<file path="src/rtl/far_pkg.sv">
package far_pkg;
    // register byte offsets
    localparam logic [7:0] OFS_CONTROL_WORD = 8'h00;
    localparam logic [7:0] OFS_RESTART_CFG = 8'h04;
    localparam logic [7:0] OFS_UV_LIMIT = 8'h08;
    localparam logic [7:0] OFS_BB_TIME = 8'h0c;
    localparam logic [7:0] OFS_BB_EXT = 8'h10;
    localparam logic [7:0] OFS_BB_THRESH = 8'h14;
    localparam logic [7:0] OFS_DISP_OPT = 8'h18;
    localparam logic [7:0] OFS_QS_MODE = 8'h1c;
    localparam logic [7:0] OFS_STATUS_A = 8'h20;
    localparam logic [7:0] OFS_STATUS_B = 8'h24;
    localparam logic [7:0] OFS_STATE_DISP = 8'h28;
    localparam logic [7:0] OFS_OC_ATTEMPTS = 8'h2c;
    localparam logic [7:0] OFS_IRQ_STATUS = 8'h30;
    localparam logic [7:0] OFS_IRQ_MASK = 8'h34;

    // field positions
    localparam int CW_RELEASE = 0;
    localparam int CW_ERR_RESET = 1;
    localparam int CW_QUICK_STOP = 8;
    localparam int CFG_UV_EN = 0;
    localparam int CFG_OV_EN = 1;
    localparam int CFG_OC_EN = 2;
    localparam int CFG_RESP_LSB = 4;
    localparam int CFG_CMS_LSB = 8;
    localparam int DISP_HIDE_BB = 8;
    localparam int QSM_CW_MOD_ON = 2;
    localparam int QSM_STATUS_OFF = 3;
    localparam int SW_RUNNING = 0;
    localparam int SW_ERROR = 3;
    localparam int SW_QUICK_STOP = 8;

    // reset values
    localparam logic [31:0] RST_CONTROL_WORD = 32'h0000_0000;
    localparam logic [31:0] RST_RESTART_CFG = 32'h0000_0001;
    localparam logic [11:0] RST_UV_LIMIT = 12'h000;
    localparam logic [11:0] RST_BB_TIME = 12'h000;
    localparam logic [7:0] RST_BB_EXT = 8'h00;
    localparam logic [7:0] RST_BB_THRESH = 8'h00;
    localparam logic [15:0] RST_DISP_OPT = 16'h0000;
    localparam logic [4:0] RST_QS_MODE = 5'h00;

    // timing
    localparam int CLK_NS = 20;
    localparam int TICK_MS = 10;
    localparam int TICK_CYCLES_DEF = TICK_MS * 1000000 / CLK_NS;
    localparam int BB_MIN_MS = 1000;
    localparam logic [12:0] BB_MIN_TICKS = 13'(BB_MIN_MS / TICK_MS);
    localparam int OC_GOOD_MS = 1000;
    localparam logic [6:0] OC_GOOD_TICKS = 7'(OC_GOOD_MS / TICK_MS);
    localparam logic [3:0] OC_MAX_ATTEMPTS = 4'ha;

    // malfunction responses
    localparam logic [2:0] RESP_ERROR = 3'h0;
    localparam logic [2:0] RESP_QS_OFF = 3'h1;
    localparam logic [2:0] RESP_QS_HOLD = 3'h2;
    localparam logic [2:0] RESP_OFF_RETRY = 3'h3;
    localparam logic [2:0] RESP_QS_OFF_RETRY = 3'h4;
    localparam logic [2:0] RESP_QS_HOLD_RETRY = 3'h5;
    localparam logic [2:0] RESP_IGNORE = 3'h6;

    // state display codes
    localparam logic [7:0] DISP_IDLE = 8'h00;
    localparam logic [7:0] DISP_RUN = 8'h01;
    localparam logic [7:0] DISP_UV = 8'h02;
    localparam logic [7:0] DISP_OV = 8'h03;
    localparam logic [7:0] DISP_OC = 8'h04;
    localparam logic [7:0] DISP_GEN = 8'h05;
    localparam logic [7:0] DISP_BASE_BLOCK = 8'h4c;
    localparam logic [7:0] DISP_QUICK_STOP = 8'h4f;

    localparam logic [1:0] RESP_OKAY = 2'h0;
    localparam logic [1:0] RESP_SLVERR = 2'h2;

    typedef enum logic [2:0] {K_NONE, K_CW, K_UV, K_OV, K_OC, K_GEN} far_kind_t;
endpackage

</file>
<file path="src/rtl/far_top.sv">
// Implementation choices: the AXI4-Lite register port and the address map.
`timescale 1ns/1ps
module far_top
    import far_pkg::*;
#(
    parameter int unsigned TICK_CYCLES = far_pkg::TICK_CYCLES_DEF
) (
    input wire logic aclk,
    input wire logic aresetn,
    input wire logic [7:0] awaddr,
    input wire logic [2:0] awprot,
    input wire logic awvalid,
    output logic awready,
    input wire logic [31:0] wdata,
    input wire logic [3:0] wstrb,
    input wire logic wvalid,
    output logic wready,
    output logic [1:0] bresp,
    output logic bvalid,
    input wire logic bready,
    input wire logic [7:0] araddr,
    input wire logic [2:0] arprot,
    input wire logic arvalid,
    output logic arready,
    output logic [31:0] rdata,
    output logic [1:0] rresp,
    output logic rvalid,
    input wire logic rready,
    input wire logic undervolt_fault,
    input wire logic overvolt_fault,
    input wire logic overcurrent_fault,
    input wire logic general_fault,
    input wire logic standstill,
    input wire logic [7:0] modulation_grade,
    output logic modulation_enable,
    output logic quick_stop_active,
    output logic qs_ramp_select,
    output logic qs_torque_select,
    output logic error_condition,
    output logic irq
);
    import far_pkg::*;

    typedef enum logic [2:0] {ST_IDLE, ST_RUN, ST_QSTOP, ST_OFF, ST_LOCKED} far_state_t;

    far_state_t state, next_state;
    far_kind_t kind, next_kind;
    logic [31:0] control_word, restart_cfg;
    logic [11:0] uv_limit, bb_time;
    logic [7:0] bb_ext, bb_thresh;
    logic [15:0] disp_opt;
    logic [4:0] qs_mode;
    logic err_reset;
    logic [3:0] irq_status, irq_mask, events;
    logic [3:0] sync1, sync2, sync3, flt;
    logic [31:0] tick_cnt;
    logic tick;
    logic [12:0] bb_cnt, bb_need, bb_eff;
    logic [11:0] uv_cnt;
    logic [6:0] good_cnt;
    logic [3:0] oc_attempts;
    logic [7:0] state_disp;
    logic uv_f, ov_f, oc_f, gen_f, any_fault, cause, bb_done, shutoff;
    logic err_bit, next_err_cond;
    logic [2:0] resp;
    logic aw_full, w_full, wr_go;
    logic [7:0] aw_addr;
    logic [31:0] w_data, wmask, rd_data;
    logic [3:0] wstrb_q;
    logic rd_hit;

    ////////////////////////////////////////////////////////////////////////////
    // fault input synchronisers and tick divider

    always_ff @(posedge aclk) begin
        if (!aresetn) begin
            sync1 <= 4'h0;
            sync2 <= 4'h0;
            sync3 <= 4'h0;
            flt <= 4'h0;
        end else begin
            sync1 <= {general_fault, overcurrent_fault, overvolt_fault, undervolt_fault};
            sync2 <= sync1;
            sync3 <= sync2;
            for (int i = 0; i < 4; i++) begin
                if (sync2[i] == sync3[i]) begin
                    flt[i] <= sync3[i];
                end
            end
        end
    end

    assign uv_f = flt[0];
    assign ov_f = flt[1];
    assign oc_f = flt[2];
    assign resp = restart_cfg[CFG_RESP_LSB +: 3];
    assign gen_f = flt[3] && (resp < RESP_IGNORE);
    assign any_fault = uv_f || ov_f || oc_f || gen_f;

    always_ff @(posedge aclk) begin
        if (!aresetn) begin
            tick_cnt <= 32'h0000_0000;
            tick <= 1'b0;
        end else begin
            tick <= (tick_cnt == TICK_CYCLES - 1);
            tick_cnt <= (tick_cnt == TICK_CYCLES - 1) ? 32'h0000_0000 : tick_cnt + 32'h0000_0001;
        end
    end

    ////////////////////////////////////////////////////////////////////////////
    // sequencer

    always_comb begin
        unique case (kind)
            K_UV: cause = uv_f;
            K_OV: cause = ov_f;
            K_OC: cause = oc_f;
            K_GEN: cause = gen_f;
            K_CW: cause = control_word[CW_QUICK_STOP];
            default: cause = 1'b0;
        endcase
    end

    assign bb_done = (bb_cnt >= bb_need);

    always_comb begin
        next_state = state;
        next_kind = kind;
        unique case (state)
            ST_IDLE: begin
                if (control_word[CW_RELEASE] && bb_done && !any_fault) begin
                    next_state = ST_RUN;
                end
            end
            ST_RUN, ST_QSTOP: begin
                if (oc_f) begin
                    next_kind = K_OC;
                    if (restart_cfg[CFG_OC_EN] &&
                        (oc_attempts < OC_MAX_ATTEMPTS || good_cnt >= OC_GOOD_TICKS)) begin
                        next_state = ST_OFF;
                    end else begin
                        next_state = ST_LOCKED;
                    end
                end else if (ov_f) begin
                    next_kind = K_OV;
                    next_state = restart_cfg[CFG_OV_EN] ? ST_OFF : ST_LOCKED;
                end else if (uv_f) begin
                    next_kind = K_UV;
                    next_state = restart_cfg[CFG_UV_EN] ? ST_OFF : ST_LOCKED;
                end else if (gen_f && kind != K_GEN) begin
                    next_kind = K_GEN;
                    if (resp == RESP_ERROR) begin
                        next_state = ST_LOCKED;
                    end else if (resp == RESP_OFF_RETRY) begin
                        next_state = ST_OFF;
                    end else begin
                        next_state = ST_QSTOP;
                    end
                end else if (state == ST_RUN) begin
                    if (!control_word[CW_RELEASE]) begin
                        next_state = ST_OFF;
                        next_kind = K_NONE;
                    end else if (control_word[CW_QUICK_STOP]) begin
                        next_state = ST_QSTOP;
                        next_kind = K_CW;
                    end
                end else if (kind == K_CW) begin
                    if (!control_word[CW_QUICK_STOP]) begin
                        next_state = ST_RUN;
                        next_kind = K_NONE;
                    end else if (standstill && !qs_mode[QSM_CW_MOD_ON]) begin
                        next_state = ST_OFF;
                    end
                end else if (standstill) begin
                    if (resp == RESP_QS_OFF) begin
                        next_state = ST_LOCKED;
                    end else if (resp == RESP_QS_OFF_RETRY) begin
                        next_state = ST_OFF;
                    end else if (!gen_f && (resp == RESP_QS_HOLD_RETRY ||
                                            (resp == RESP_QS_HOLD && err_reset))) begin
                        next_state = ST_RUN;
                        next_kind = K_NONE;
                    end
                end
            end
            ST_OFF: begin
                if (kind == K_UV && uv_limit != 12'h000 && uv_cnt >= uv_limit) begin
                    next_state = ST_LOCKED;
                end else if (!cause && bb_done) begin
                    next_state = control_word[CW_RELEASE] ? ST_RUN : ST_IDLE;
                    next_kind = K_NONE;
                end
            end
            ST_LOCKED: begin
                if (err_reset && !any_fault) begin
                    next_state = ST_IDLE;
                    next_kind = K_NONE;
                end
            end
        endcase
    end

    assign shutoff = (state == ST_RUN || state == ST_QSTOP) &&
                     !(next_state == ST_RUN || next_state == ST_QSTOP);
    assign next_err_cond = (next_state == ST_LOCKED) ||
                           (next_state == ST_OFF && next_kind >= K_UV);

    always_ff @(posedge aclk) begin
        if (!aresetn) begin
            state <= ST_IDLE;
            kind <= K_NONE;
            modulation_enable <= 1'b0;
            error_condition <= 1'b0;
        end else begin
            state <= next_state;
            kind <= next_kind;
            modulation_enable <= (next_state == ST_RUN || next_state == ST_QSTOP);
            error_condition <= next_err_cond;
        end
    end

    // quick stop outputs
    always_ff @(posedge aclk) begin
        if (!aresetn) begin
            quick_stop_active <= 1'b0;
            qs_ramp_select <= 1'b0;
            qs_torque_select <= 1'b0;
        end else begin
            quick_stop_active <= (next_state == ST_QSTOP) &&
                                 !(qs_mode[QSM_STATUS_OFF] && standstill);
            qs_ramp_select <= (next_state == ST_QSTOP);
            qs_torque_select <= (next_state == ST_QSTOP) &&
                                (restart_cfg[CFG_CMS_LSB +: 3] >= 3'h4) &&
                                (restart_cfg[CFG_CMS_LSB +: 3] <= 3'h6);
        end
    end

    ////////////////////////////////////////////////////////////////////////////
    // base block, undervoltage and overcurrent timing

    assign bb_eff = (bb_ext != 8'h00) ? 13'(bb_time) + 13'(bb_ext) : 13'(bb_time);

    always_ff @(posedge aclk) begin
        if (!aresetn) begin
            bb_cnt <= 13'h0000;
            bb_need <= 13'h0000;
        end else if (shutoff) begin
            bb_cnt <= 13'h0000;
            if (next_kind == K_OV || next_kind == K_OC) begin
                bb_need <= (bb_eff < BB_MIN_TICKS) ? BB_MIN_TICKS : bb_eff;
            end else begin
                bb_need <= (modulation_grade >= bb_thresh) ? bb_eff : 13'h0000;
            end
        end else if (tick && !bb_done) begin
            bb_cnt <= bb_cnt + 13'h0001;
        end
    end

    always_ff @(posedge aclk) begin
        if (!aresetn) begin
            uv_cnt <= 12'h000;
        end else if (!uv_f) begin
            uv_cnt <= 12'h000;
        end else if (tick && uv_cnt != 12'hfff) begin
            uv_cnt <= uv_cnt + 12'h001;
        end
    end

    always_ff @(posedge aclk) begin
        if (!aresetn) begin
            good_cnt <= 7'h00;
            oc_attempts <= 4'h0;
        end else begin
            if (!(state == ST_RUN || state == ST_QSTOP)) begin
                good_cnt <= 7'h00;
            end else if (tick && good_cnt < OC_GOOD_TICKS) begin
                good_cnt <= good_cnt + 7'h01;
            end
            if (state == ST_OFF && next_state == ST_RUN && kind == K_OC) begin
                oc_attempts <= (good_cnt >= OC_GOOD_TICKS) ? 4'h1 :
                               (oc_attempts == 4'hf) ? oc_attempts : oc_attempts + 4'h1;
            end else if (good_cnt >= OC_GOOD_TICKS) begin
                oc_attempts <= 4'h0;
            end
        end
    end

    ////////////////////////////////////////////////////////////////////////////
    // status and display

    assign err_bit = (state == ST_LOCKED) ||
                     (state == ST_OFF && kind >= K_UV && cause &&
                      !(kind == K_UV && uv_limit != 12'h000));

    always_comb begin
        unique case (kind)
            K_UV: state_disp = DISP_UV;
            K_OV: state_disp = DISP_OV;
            K_OC: state_disp = DISP_OC;
            K_GEN: state_disp = DISP_GEN;
            default: state_disp = DISP_IDLE;
        endcase
        if (state == ST_RUN) begin
            state_disp = DISP_RUN;
        end else if (state == ST_QSTOP) begin
            state_disp = DISP_QUICK_STOP;
        end else if (state == ST_OFF && !bb_done && !disp_opt[DISP_HIDE_BB]) begin
            state_disp = DISP_BASE_BLOCK;
        end
    end

    assign events = {state != ST_QSTOP && next_state == ST_QSTOP,
                     state != ST_LOCKED && next_state == ST_LOCKED,
                     state == ST_OFF && next_state == ST_RUN && kind >= K_UV,
                     shutoff};

    ////////////////////////////////////////////////////////////////////////////
    // axi4-lite slave

    assign wr_go = aw_full && w_full && !bvalid;
    assign wmask = {{8{wstrb_q[3]}}, {8{wstrb_q[2]}}, {8{wstrb_q[1]}}, {8{wstrb_q[0]}}};

    always_ff @(posedge aclk) begin
        if (!aresetn) begin
            awready <= 1'b0;
            aw_full <= 1'b0;
            aw_addr <= 8'h00;
        end else if (awvalid && awready) begin
            awready <= 1'b0;
            aw_full <= 1'b1;
            aw_addr <= awaddr;
        end else begin
            if (wr_go) begin
                aw_full <= 1'b0;
            end
            awready <= !aw_full && !bvalid;
        end
    end

    always_ff @(posedge aclk) begin
        if (!aresetn) begin
            wready <= 1'b0;
            w_full <= 1'b0;
            w_data <= 32'h0000_0000;
            wstrb_q <= 4'h0;
        end else if (wvalid && wready) begin
            wready <= 1'b0;
            w_full <= 1'b1;
            w_data <= wdata;
            wstrb_q <= wstrb;
        end else begin
            if (wr_go) begin
                w_full <= 1'b0;
            end
            wready <= !w_full && !bvalid;
        end
    end

    always_ff @(posedge aclk) begin
        if (!aresetn) begin
            bvalid <= 1'b0;
            bresp <= RESP_OKAY;
        end else if (wr_go) begin
            bvalid <= 1'b1;
            bresp <= (aw_addr <= OFS_QS_MODE || aw_addr == OFS_IRQ_STATUS ||
                      aw_addr == OFS_IRQ_MASK) && aw_addr[1:0] == 2'h0 ? RESP_OKAY : RESP_SLVERR;
        end else if (bready) begin
            bvalid <= 1'b0;
        end
    end

    function automatic logic [31:0] merge(input logic [31:0] old, input logic [31:0] m,
                                          input logic [31:0] d);
        merge = (old & ~m) | (d & m);
    endfunction

    always_ff @(posedge aclk) begin
        if (!aresetn) begin
            control_word <= RST_CONTROL_WORD;
            restart_cfg <= RST_RESTART_CFG;
            uv_limit <= RST_UV_LIMIT;
            bb_time <= RST_BB_TIME;
            bb_ext <= RST_BB_EXT;
            bb_thresh <= RST_BB_THRESH;
            disp_opt <= RST_DISP_OPT;
            qs_mode <= RST_QS_MODE;
            irq_mask <= 4'h0;
            err_reset <= 1'b0;
        end else begin
            err_reset <= 1'b0;
            if (wr_go) begin
                unique case (aw_addr)
                    OFS_CONTROL_WORD: begin
                        control_word <= merge(control_word, wmask, w_data) &
                                        ~(32'h0000_0001 << CW_ERR_RESET);
                        err_reset <= w_data[CW_ERR_RESET] & wmask[CW_ERR_RESET];
                    end
                    OFS_RESTART_CFG: restart_cfg <= merge(restart_cfg, wmask, w_data) &
                                                    32'h0000_0777;
                    OFS_UV_LIMIT: uv_limit <= 12'(merge(32'(uv_limit), wmask, w_data));
                    OFS_BB_TIME: bb_time <= 12'(merge(32'(bb_time), wmask, w_data));
                    OFS_BB_EXT: bb_ext <= 8'(merge(32'(bb_ext), wmask, w_data));
                    OFS_BB_THRESH: bb_thresh <= 8'(merge(32'(bb_thresh), wmask, w_data));
                    OFS_DISP_OPT: disp_opt <= 16'(merge(32'(disp_opt), wmask, w_data));
                    OFS_QS_MODE: qs_mode <= 5'(merge(32'(qs_mode), wmask, w_data));
                    OFS_IRQ_MASK: irq_mask <= 4'(merge(32'(irq_mask), wmask, w_data));
                    default: ;
                endcase
            end
        end
    end

    // sticky events, write one to clear, a new event wins
    always_ff @(posedge aclk) begin
        if (!aresetn) begin
            irq_status <= 4'h0;
            irq <= 1'b0;
        end else begin
            irq_status <= (irq_status & ~((wr_go && aw_addr == OFS_IRQ_STATUS) ?
                                          (w_data[3:0] & wmask[3:0]) : 4'h0)) | events;
            irq <= |(irq_status & irq_mask);
        end
    end

    always_comb begin
        rd_hit = 1'b1;
        unique case (araddr)
            OFS_CONTROL_WORD: rd_data = control_word;
            OFS_RESTART_CFG: rd_data = restart_cfg;
            OFS_UV_LIMIT: rd_data = 32'(uv_limit);
            OFS_BB_TIME: rd_data = 32'(bb_time);
            OFS_BB_EXT: rd_data = 32'(bb_ext);
            OFS_BB_THRESH: rd_data = 32'(bb_thresh);
            OFS_DISP_OPT: rd_data = 32'(disp_opt);
            OFS_QS_MODE: rd_data = 32'(qs_mode);
            OFS_STATUS_A, OFS_STATUS_B: begin
                rd_data = 32'h0000_0000;
                rd_data[SW_RUNNING] = modulation_enable;
                rd_data[SW_ERROR] = err_bit;
                rd_data[SW_QUICK_STOP] = quick_stop_active;
            end
            OFS_STATE_DISP: rd_data = 32'(state_disp);
            OFS_OC_ATTEMPTS: rd_data = 32'(oc_attempts);
            OFS_IRQ_STATUS: rd_data = 32'(irq_status);
            OFS_IRQ_MASK: rd_data = 32'(irq_mask);
            default: begin
                rd_data = 32'h0000_0000;
                rd_hit = 1'b0;
            end
        endcase
    end

    always_ff @(posedge aclk) begin
        if (!aresetn) begin
            arready <= 1'b0;
            rvalid <= 1'b0;
            rdata <= 32'h0000_0000;
            rresp <= RESP_OKAY;
        end else if (arvalid && arready) begin
            arready <= 1'b0;
            rvalid <= 1'b1;
            rdata <= rd_data;
            rresp <= rd_hit ? RESP_OKAY : RESP_SLVERR;
        end else if (rvalid && rready) begin
            rvalid <= 1'b0;
        end else if (!rvalid) begin
            arready <= 1'b1;
        end
    end
endmodule

</file>
<file path="config.mk">
export PLATFORM = sky130hd
export DESIGN_NAME = far_top
export DESIGN_NICKNAME = d
export VERILOG_FILES = /design/src/rtl/far_pkg.sv /design/src/rtl/far_top.sv
export SDC_FILE = /design/constraint.sdc
export NUM_CORES = 1
export LEC_CHECK = 0
export ABC_AREA = 1
export BUFFER_PORTS_ARGS = -buffer_cell sky130_fd_sc_hd__buf_2
export CELL_PAD_IN_SITES_DETAIL_PLACEMENT = 0
export CELL_PAD_IN_SITES_GLOBAL_PLACEMENT = 1
export CORE_ASPECT_RATIO = 0.9
export CORE_UTILIZATION = 42
export CTS_BUF_LIST = sky130_fd_sc_hd__clkbuf_2
export DETAILED_ROUTE_END_ITERATION = 8
export GPL_TIMING_DRIVEN = 1
export PLACE_DENSITY = 0.81
export SYNTH_ARGS = -nofsm -noshare
export SYNTH_HDL_FRONTEND = slang
export SYNTH_SLANG_ARGS = --single-unit
export TNS_END_PERCENT = 20
</file>
<file path="constraint.sdc">
create_clock -name aclk -period 3.19 [get_ports aclk]
set_input_delay 0.1595 -clock aclk [delete_from_list [all_inputs] [get_ports aclk]]
set_output_delay 0.1595 -clock aclk [all_outputs]
set_load 0.005 [all_outputs]
</file>
# After elaboration in Yosys (flattened, before gate mapping)
# Index checks and enable logic that the tools add are counted.
[word_totals]
reg_bits = 307
wordCells = 314
out_inout_bits = 47
[classes]
add_sub_neg = 6
n_eq_ne = 53
order_cmp = 13
n_mux = 67
bitwise_logic = 29
n_reduce_logical = 100
[op_table]
columns = ["cell", "count"]
rows = [
  ["32-bit one-hot mux with 13 select lines", 1],
  ["3-bit 2-to-1 mux", 38],
  ["32-bit bitwise AND", 2],
  ["8-bit by 5-bit equality test with 1-bit output, second input constant", 8],
  ["8-bit by 6-bit equality test with 1-bit output, second input constant", 8],
  ["13-bit 2-to-1 mux", 4],
  ["1-bit logical AND", 41],
  ["32-bit by 1-bit adder with 32-bit output, second input constant", 1],
  ["32-bit by 19-bit equality test with 1-bit output, second input constant", 1],
  ["8-bit by 4-bit equality test with 1-bit output, second input constant", 4],
  ["32-bit NOT", 1],
  ["32-bit bitwise OR", 1],
  ["3-bit by 2-bit equality test with 1-bit output, second input constant", 9],
  ["2-bit AND reduction", 13],
  ["12-bit bitwise AND", 2],
  ["8-bit 2-to-1 mux", 3],
  ["12-bit bitwise OR", 2],
  ["3-bit one-hot mux with 4 select lines", 2],
  ["3-bit equality test, second input constant", 7],
  ["4-bit 2-to-1 mux", 5],
  ["16-bit bitwise AND", 1],
  ["4-bit bitwise AND", 4],
  ["8-bit bitwise AND", 2],
  ["8-bit by 3-bit equality test with 1-bit output, second input constant", 2],
  ["other kinds (50)", 106],
]

# Longest topological paths before layout
# Gate-level depths: netlist of run 1.
[logic_depth]
word_depth = 20
mapped_depth = 22
mapped_depth_nobuf = 21

# Worst setup path before layout of run 1
# Ideal clock, no wire load.
[synth_timing]
path_kind = "register to register"
start = "reg (tool-made name)"
end = "reg bb_need[12]"
arrival_time_ps = 2280
setup_time_ps = 113
setup_slack_ps = 796
stages_incl_launch_ff = 16
path_cell_list = "dfxtp_1 ha_1 fa_1 a21oi_1 o21ai_0 or2_2 a21oi_1 nand3_1 nand3_1 nand3_1 nor3_1 nand3_1 nand2_1 inv_2 nand3_1 nand2_1"
[synth_rtl]
columns = ["item", "line", "source"]
rows = [
  ["end signal: assignment", "far_top.sv:250", "bb_need <= (bb_eff < BB_MIN_TICKS) ? BB_MIN_TICKS : bb_eff;"],
  ["end signal: assignment", "far_top.sv:252", "bb_need <= (modulation_grade >= bb_thresh) ? bb_eff : 13'h0000;"],
  ["end: declaration", "far_top.sv:58", "logic [12:0] bb_cnt, bb_need, bb_eff;"],
]

# Final worst setup path of run 1
[layout_timing]
start = "reg bb_need[8]"
end = "reg bb_cnt[10]"
[layout_between]
elab_chain_len = 10
elab_cells_between_ends = 16
cone_classes = "order compare: 1; eq/ne: 2; mux: 4; reduce/logical: 9"
[layout_rtl]
columns = ["item", "line", "source"]
rows = [
  ["13-bit >= comparator *", "far_top.sv:124", "assign bb_done = (bb_cnt >= bb_need);"],
  ["1-bit logical AND, on equally long branches", "far_top.sv:189, far_top.sv:131", ""],
  ["3-bit 2-to-1 mux / 1-bit logical AND (equally long branches)", "far_top.sv:189, far_top.sv:131", ""],
  ["3-bit 2-to-1 mux, on equally long branches", "far_top.sv:187, far_top.sv:131", ""],
  ["3-bit one-hot mux with 4 select lines", "far_top.sv:129", "unique case (state)"],
  ["3-bit by 1-bit equality test with 1-bit output / 3-bit by 2-bit equality test with 1-bit output (equally long branches)", "far_top.sv:204", "!(next_state == ST_RUN || next_state == ST_QSTOP);"],
  ["1-bit logical OR", "far_top.sv:204", ""],
  ["1-bit zero test", "far_top.sv:204", ""],
  ["1-bit logical AND", "far_top.sv:203", "assign shutoff = (state == ST_RUN || state == ST_QSTOP) &&"],
  ["2-bit OR reduction (no line)", "-", ""],
  ["end signal: assignment", "far_top.sv:255", "bb_cnt <= bb_cnt + 13'h0001;"],
  ["end: declaration", "far_top.sv:58", ""],
]
# Every way passes the cells marked *; elsewhere a longest branch is shown, timed or not.
# A chain may end at the register's enable or synchronous reset.

==> results of run 1 <==
==> cells in the final DEF (no fill, tap or decap), types with 4 or more instances in the layout <==
master and instances:
nand3_1 95, dfxtp_1 305, clkbuf_2 118, nor2_1 196, a31oi_1 4, o21a_1 7, inv_1 267, nand2_1 284
nor3_4 4, nand4_1 29, clkinv_1 22, nor3_1 38, or2_2 5, a21oi_1 218, buf_2 115, ha_1 47
nor2_2 6, buf_4 21, xnor2_1 5, o21ai_1 7, xor2_1 21, o21bai_1 4, o211ai_1 4, inv_2 15
o21ai_0 209, nor2_4 6, nor4_1 15, dlygate4sd3_1 161, a211oi_1 34, o22ai_1 16, a221oi_1 8, nand2_2 11
nand3_2 5
==> cell type report <==
type,count,area [sq um],area share [%]
multi-input combinational,1323,7060,39.3
inverter,283,1060,5.91
timing repair buffer,299,2380,13.3
tap,462,578,3.21
clock inverter,28,200,1.11
antenna,1,2.50,0.0139
clock buffer,118,591,3.28
sequential,305,6110,33.9
==> power groups by stage <==
| stage | clock (mW) | sequential, mW | combinational (mW) |
|---|---|---|---|
| 2_1_floorplan | 0 | 4.01 | 0.274 |
| 3_3_place_gp | 0 | 4.03 | 0.433 |
| 3_5_place_dp | 0 | 4.03 | 0.437 |
| 4_1_cts | 3.03 | 3.94 | 0.602 |
| 5_1_grt | 3.25 | 3.95 | 0.677 |
| 6_report | 2.95 | 3.94 | 0.615 |
==> cell families after synthesis <==
logic type / Yosys count / synth area share, %
and+or+nand+nor: 716 / 22.7
AOI/OAI and AO/OA: 531 / 20.1
buffers and inverters: 350 / 9.36
DFF: 305 / 42.1
adders and majority gates: 48 / 4.19
xor gates and xnor gates: 26 / 1.57
other: 1 / 0.0258
==> worst max path at each step <==
stage	startpoint	end	slack, ns
6_report	bb_need[8]$_SDFFE_PN0P_	bb_cnt[10]$_SDFFE_PP0P_	0.35
5_1_grt	bb_need[8]$_SDFFE_PN0P_	bb_cnt[10]$_SDFFE_PP0P_	0.06
4_1_cts	bb_cnt[0]$_SDFFE_PP0P_	bb_cnt[10]$_SDFFE_PP0P_	0.34
3_5_place_dp	bb_cnt[0]$_SDFFE_PP0P_	bb_cnt[10]$_SDFFE_PP0P_	0.35
3_3_place_gp	register	bb_need[12]$_SDFFE_PN0P_	0.47
2_1_floorplan	register	bb_need[12]$_SDFFE_PN0P_	0.80
==> through the flow <==
step	hold slack, ns	worst slack [ns]	instances
global route	0.128	0.0614	2819
detailed placement	0.350	0.346	2511
floorplan	0.255	0.796	1978
global placement	0.353	0.473	2511
finish	0.138	0.347	2819
CTS	0.0567	0.345	2818
==> per-layer routing <==
metal / vias to the layer above / part of all wire [%] / track usage, %
met5: - / 0 / 0
met4: 0 / 2.7 / 10.0
met3: 93 / 6.9 / 4.61
met2: 443 / 44 / 41.3
met1: 6684 / 46 / 34.8
li1: 7274 / - / -
==> worst min-delay path: cells and delay by family <==
| family | cells | cell delay [ns] |
|---|---|---|
| AOI/OAI and AO/OA | 2 | 0.22 |
| buffers and inverters | 2 | 0.63 |
==> what timing repair did <==
action                                  in CTS  in global routing
hold endpoints to repair                   201                  0
endpoints found under the setup margin       0                  0
hold buffers                               161                  0
==> results.md, run 1 <==
* Finished Core Util at 52.8%
* Top cells by count, synth: dfxtp_1, nand2_1, inv_1
* Worst Skew at 0.108 ns
* Stages on worst setup path at 12
* Hold path cells at 4
* HPWL after DPL at 31.0 mm
* Die area at 35,300 sq um
* Clk sinks at 305
* Worst slew margin at 47.1%
* Post-synthesis sequential area ratio at 42.1%
* Yosys reg bits at 305
* Area grow syn2layout at 23.9%
* Gpl congestion at 0.923
* Leak Pwr at 7.48 nW
* Worst path required time at 4.00 ns
* Status: complete, no violations
* Cell internal pwr at 5.42 mW
* Proportion of layout cells with a drive suffix above 1 at 14.1%
* Drc violations at 0
* Crit end category: register
* Num ports at 125
* Slowest stage delay, CP at 0.35 ns
* Reg2Reg Setup Slack at 0.35 ns
* Mean post-synth cell area at 7.34 sq um
* Initial antenna violation count at 1
* Via count at 14,500
* Least-Margin Pin Slew at 0.786 ns
* RSZ-0062 raised after global routing: false
* Pwr per Cell Area at 418 nW/um^2
* HP Start: wdata[8]
* Fmax at 0.352 GHz
* Min Tclk post-route at 2.84 ns
* CP max FO at 15
* Antenna Nets Post-Route at 0
* Synth top area share at 42.1%
* Comb pwr share at 8.2%
* Worst reg2reg path depth at 12
* Fraction of registers with async set/reset at 0%
* Most used flip-flop cell after synthesis: dfxtp_1
* Fin area at 18,000 sq um
* Largest net degree at the start of global routing at 75
* GRT Util Overall at 25.9%
* Worst skew pair latency at 0.97 ns
* Postcts setup bufs at 0
* Worst R2R End: bb_cnt[10]$_SDFFE_PP0P_
* Yosys warns at 0
* Sw power at 2.09 mW
* Die span in y at 178 microns
* Final hold violations at 0
* Worst Path Arrival at 3.66 ns
* Crit path launch type: register
* Cell taking the most area after synthesis: dfxtp_1
* CP Cell Sequence: inv_1 > ha_1 > nand4_1 > nor3_1 > nand2_1 > nand3_1 > nand2_1 > o21ai_1 > nand4_2 > nand3_4 > nand2_2 > nor3_1
* Pwr Total at 7.51 mW
* Slowest CP cell: dfxtp_1
* Hold path endpoint: w_data[8]$_SDFFE_PN0P_
* First-pass GRT wire length at 71.6 mm
* TritonCTS clock tree: yes
* Core Footprint at 34,000 sq um
* Switch share at 27.9%
* CTS root buf: clkbuf_2
* CTS clk-pin slew, worst paths at 0.10 ns
* Worst reg2reg path startpoint: bb_need[8]$_SDFFE_PN0P_
* Final Slew Violations at 0
* Clk pwr share at 39.3%
* Distinct cell type count after synthesis at 57
* Final worst path period share at 89.1%
* Peak supply drop at 0.000255 V
* Synth Cell Area at 14,500 sq um
* Routed vias/inst at 5.14
* Final #Nets at 2,421
* Family with the most delay on the worst path: simple AND/OR/NAND/NOR gates
* Vias in the first global route at 13,900
* H-tree depth at 3
* DP Area at 15,600 sq um
* Drt first pass iters at 5
* Die Width at 198 microns
* Final Setup Violations at 0
* Initial Util at 42.7%
* Num CTS Buffers at 83
* Initial DRC count at 889
* Worst Hold Class: in -> reg
* Fillers at 3,397
* Wire per inst at 15.8 microns
* Most common cell in the netlist: dfxtp_1
* Worst Path Buf+Inv at 1
* Drt total wl at 44.7 mm
* PortBufs at 116
* Setup_tns at 0 ns
* CTS Buffer Depth at 3
* Sequential Power Share at 52.5%
* Max cap viols at 0
* Post-Synthesis Cells at 1,977
* Crit Path Class: reg -> reg
* GRT overflow at 0
* Synth area leaders: dfxtp_1, a21oi_1, nand2_1
* Post_cts resized at 0
* Post-synth EDFFs at 0
* Std-Cell Rows at 64
Note: power is estimated with default switching activity, not from simulation.
==> run 2: changes to the inputs <==
CORE_MARGIN = 2   (was unset)
==> run 2 against run 1 <==
Die area is 2.1% higher. Cell count grew 0.11%. Flip-flop and latch count unchanged. Worst hold slack got worse by 0.042 ns. Cell area fell by 0.19%. Worst setup slack got worse by 0.26 ns. Power decreased by 3.1%. Clock-buffer cell count grew 2. Sequential power hardly changed. Clock power fell by 7.8%. Utilization is 0.10 points lower. Largest cell class unchanged.
==> results.md, run 2 (synthesized netlist as in run 1, its figures left out) <==
* Status: complete, no violations
* Hold path endpoint: wstrb_q[1]$_SDFFE_PN0P_
* CTS clk-pin slew, worst paths at 0.11 ns (about the same)
* Drt first pass iters at 6 (+1)
* Num ports at 125 (unchanged)
* HP Start: wvalid
* Gpl congestion at 0.916 (-0.76%)
* Leak Pwr at 7.46 nW (-0.24%)
* Reg2Reg Setup Slack at 0.33 ns (-0.02 ns)
* Proportion of layout cells with a drive suffix above 1 at 14.2% (+0.11 points)
* Die area at 36,100 sq um (+2.1%)
* HPWL after DPL at 30.7 mm (-0.91%)
* Postcts setup bufs at 0 (unchanged)
* Worst reg2reg path depth at 15 (+3)
* Initial antenna violation count at 1 (unchanged)
* Die Width at 200 microns (+1.0%)
* RSZ-0062 raised after global routing: false
* Final Slew Violations at 0 (unchanged)
* Worst Hold Class: in -> reg
* Commonest non-fill, non-tap cell in the layout: dfxtp_1
* Hold path cells at 3 (-1)
* Worst R2R End: bb_need[1]$_SDFFE_PN0P_
* Crit Path Class: in -> reg
* CTS root buf: clkbuf_2
* Via count at 14,500 (+0.29%)
* Area grow syn2layout at 23.7%
* Antenna Nets Post-Route at 0 (unchanged)
* Pwr per Cell Area at 406 nW/um^2 (-2.9%)
* Critical Path Start: araddr[7]
* Vias in the first global route at 14,000 (+0.41%)
* First-pass GRT wire length at 71.4 mm (-0.29%)
* Die span in y at 180 microns (+1.1%)
* Slowest CP cell: dlygate4sd3_1
* Fmax at 0.322 GHz (-8.5%)
* Worst path required time at 4.06 ns (+0.06 ns)
* Final hold violations at 0 (unchanged)
* Max cap viols at 0 (unchanged)
* CP max FO at 20 (+5)
* Final Instance Count excl. Fillers at 2,822 (+0.11%)
* GRT Util Overall at 24.9% (-1.0 points)
* Final worst setup slack at 0.0832 ns (-0.264 ns)
* Finished Core Util at 52.7% (-0.10 points)
* Final #Nets at 2,425 (+0.17%)
* Final Setup Violations at 0 (unchanged)
* Largest net degree at the start of global routing at 167 (+120%)
* H-tree depth at 3 (unchanged)
* Worst skew pair latency at 0.94 ns (-0.03 ns)
* Final worst path period share at 97.4% (+8.3 points)
* TritonCTS clock tree: yes
* Initial Util at 42.7% (unchanged)
* CP Cell Sequence: dlygate4sd3_1 > buf_2 > or2_2 > nor3_1 > dlygate4sd3_1 > inv_1 > nor2_1 > dlygate4sd3_1 > buf_4 > nand2_1 > o221ai_1 > a211oi_1 > nand4_1 > nand2_1 > a21oi_1
* Routed vias/inst at 5.15 (+0.18%)
* Worst Skew at 0.101 ns (-0.00653 ns)
* Least-Margin Pin Slew at 0.789 ns (+0.00271 ns)
* Drt total wl at 44.3 mm (-0.78%)
* Slowest stage delay, CP at 0.62 ns (+0.27 ns)
* Worst slew margin at 47.3% (+0.25 points)
* Core Footprint at 34,000 sq um (unchanged)
* Num CTS Buffers at 82 (-1.2%)
* Setup_tns at 0 ns (unchanged)
* Worst Path Arrival at 3.98 ns (+0.32 ns)
* Std-Cell Rows at 64 (unchanged)
* Most used cell, CP: dlygate4sd3_1
* Min Tclk post-route at 3.11 ns (+0.264 ns)
* Peak supply drop at 0.000230 V (-9.8%)
* Drc violations at 0 (unchanged)
* Most frequent cells in the layout: dfxtp_1, nand2_1, inv_1, a21oi_1, o21ai_0
* Wire per inst at 15.7 microns (-0.88%)
* Clk sinks at 305 (unchanged)
* Crit path launch type: primary input
* Worst slack, placed at 0.409 ns (+0.0630 ns)
* Initial DRC count at 1,046 (+18%)
* GRT overflow at 0 (unchanged)
* PortBufs at 116 (unchanged)
* Post-Place Cells at 2,511 (unchanged)
* CTS Buffer Depth at 3 (unchanged)
* Crit end category: register
-- run 2: cell count changes in the layout (fill, tap and decap cells not counted), moves of 2 or more --
cell	previous run	this run
clkinv_1	22	18
dlygate4sd3_1	161	166
clkbuf_2	118	120
bufinv_16	3	0
-- run 2: power breakdown --
part	switching, mW	leakage [nW]	total (mW)	internal (mW)
Combinational	0.325	4.44	0.616	0.290
Clock	1.70	0.554	2.72	1.02
Sequential	0.0600	2.47	3.94	3.88
Total	2.08	7.46	7.28	5.20
-- run 2: what timing repair did --
action	4_1_cts	5_1_grt
hold buffers	166	0
endpoints found under the hold margin	223	0
setup endpoints to repair	0	1
gates resized for setup	0	1
-- run 2: worst max-delay path by stage --
stage                     slack, ns                        to  cells past startpoint
final                          0.08     rdata[3]$_SDFFE_PN0P_                     15
after floorplan                0.80  bb_need[12]$_SDFFE_PN0P_                     15
after detailed placement       0.41   bb_need[1]$_SDFFE_PN0P_                     15
after global routing           0.06     rdata[3]$_SDFFE_PN0P_                     15
after CTS                      0.26     rdata[3]$_SDFFE_PN0P_                     15
after global placement         0.45   bb_need[1]$_SDFFE_PN0P_                     15
-- run 2: routing by layer --
layer / up-vias / wire length, microns / share of wire [%] / track usage, %
met5: - / 0 / 0 / 0
met4: 0 / 1170 / 2.6 / 9.04
met1: 6735 / 20300 / 46 / 34.1
met2: 436 / 19900 / 45 / 38.6
li1: 7279 / - / - / -
met3: 86 / 2940 / 6.6 / 5.11
-- run 2: cell type report --
| type | count | area, sq um |
|---|---|---|
| clock inverters | 24 | 115 |
| well taps | 462 | 578 |
| clock buffers | 120 | 601 |
| diodes | 1 | 2.50 |
| fillers | 3408 | 16100 |
| repair buffers | 304 | 2420 |
| inverters | 283 | 1060 |
| multi-input cells | 1323 | 7060 |
| flip-flops and latches | 305 | 6110 |
-- run 2: metrics by stage --
step	power [mW]	instance area [sq um]	hold WS, ns
final	7.28	18000	0.0959
after global routing	7.65	18000	0.0917
after CTS	7.35	17900	0.0136
after detailed placement	4.46	15600	0.349
after global placement	4.46	15600	0.349
after floorplan	4.29	14500	0.255
-- run 2: critical path, delay by kind of cell --
family | cells | cell delay, ns
AO/OA/AOI/OAI | 3 | 0.34
buffers and inverters | 6 | 2.21
AND/OR/NAND/NOR | 6 | 1.24
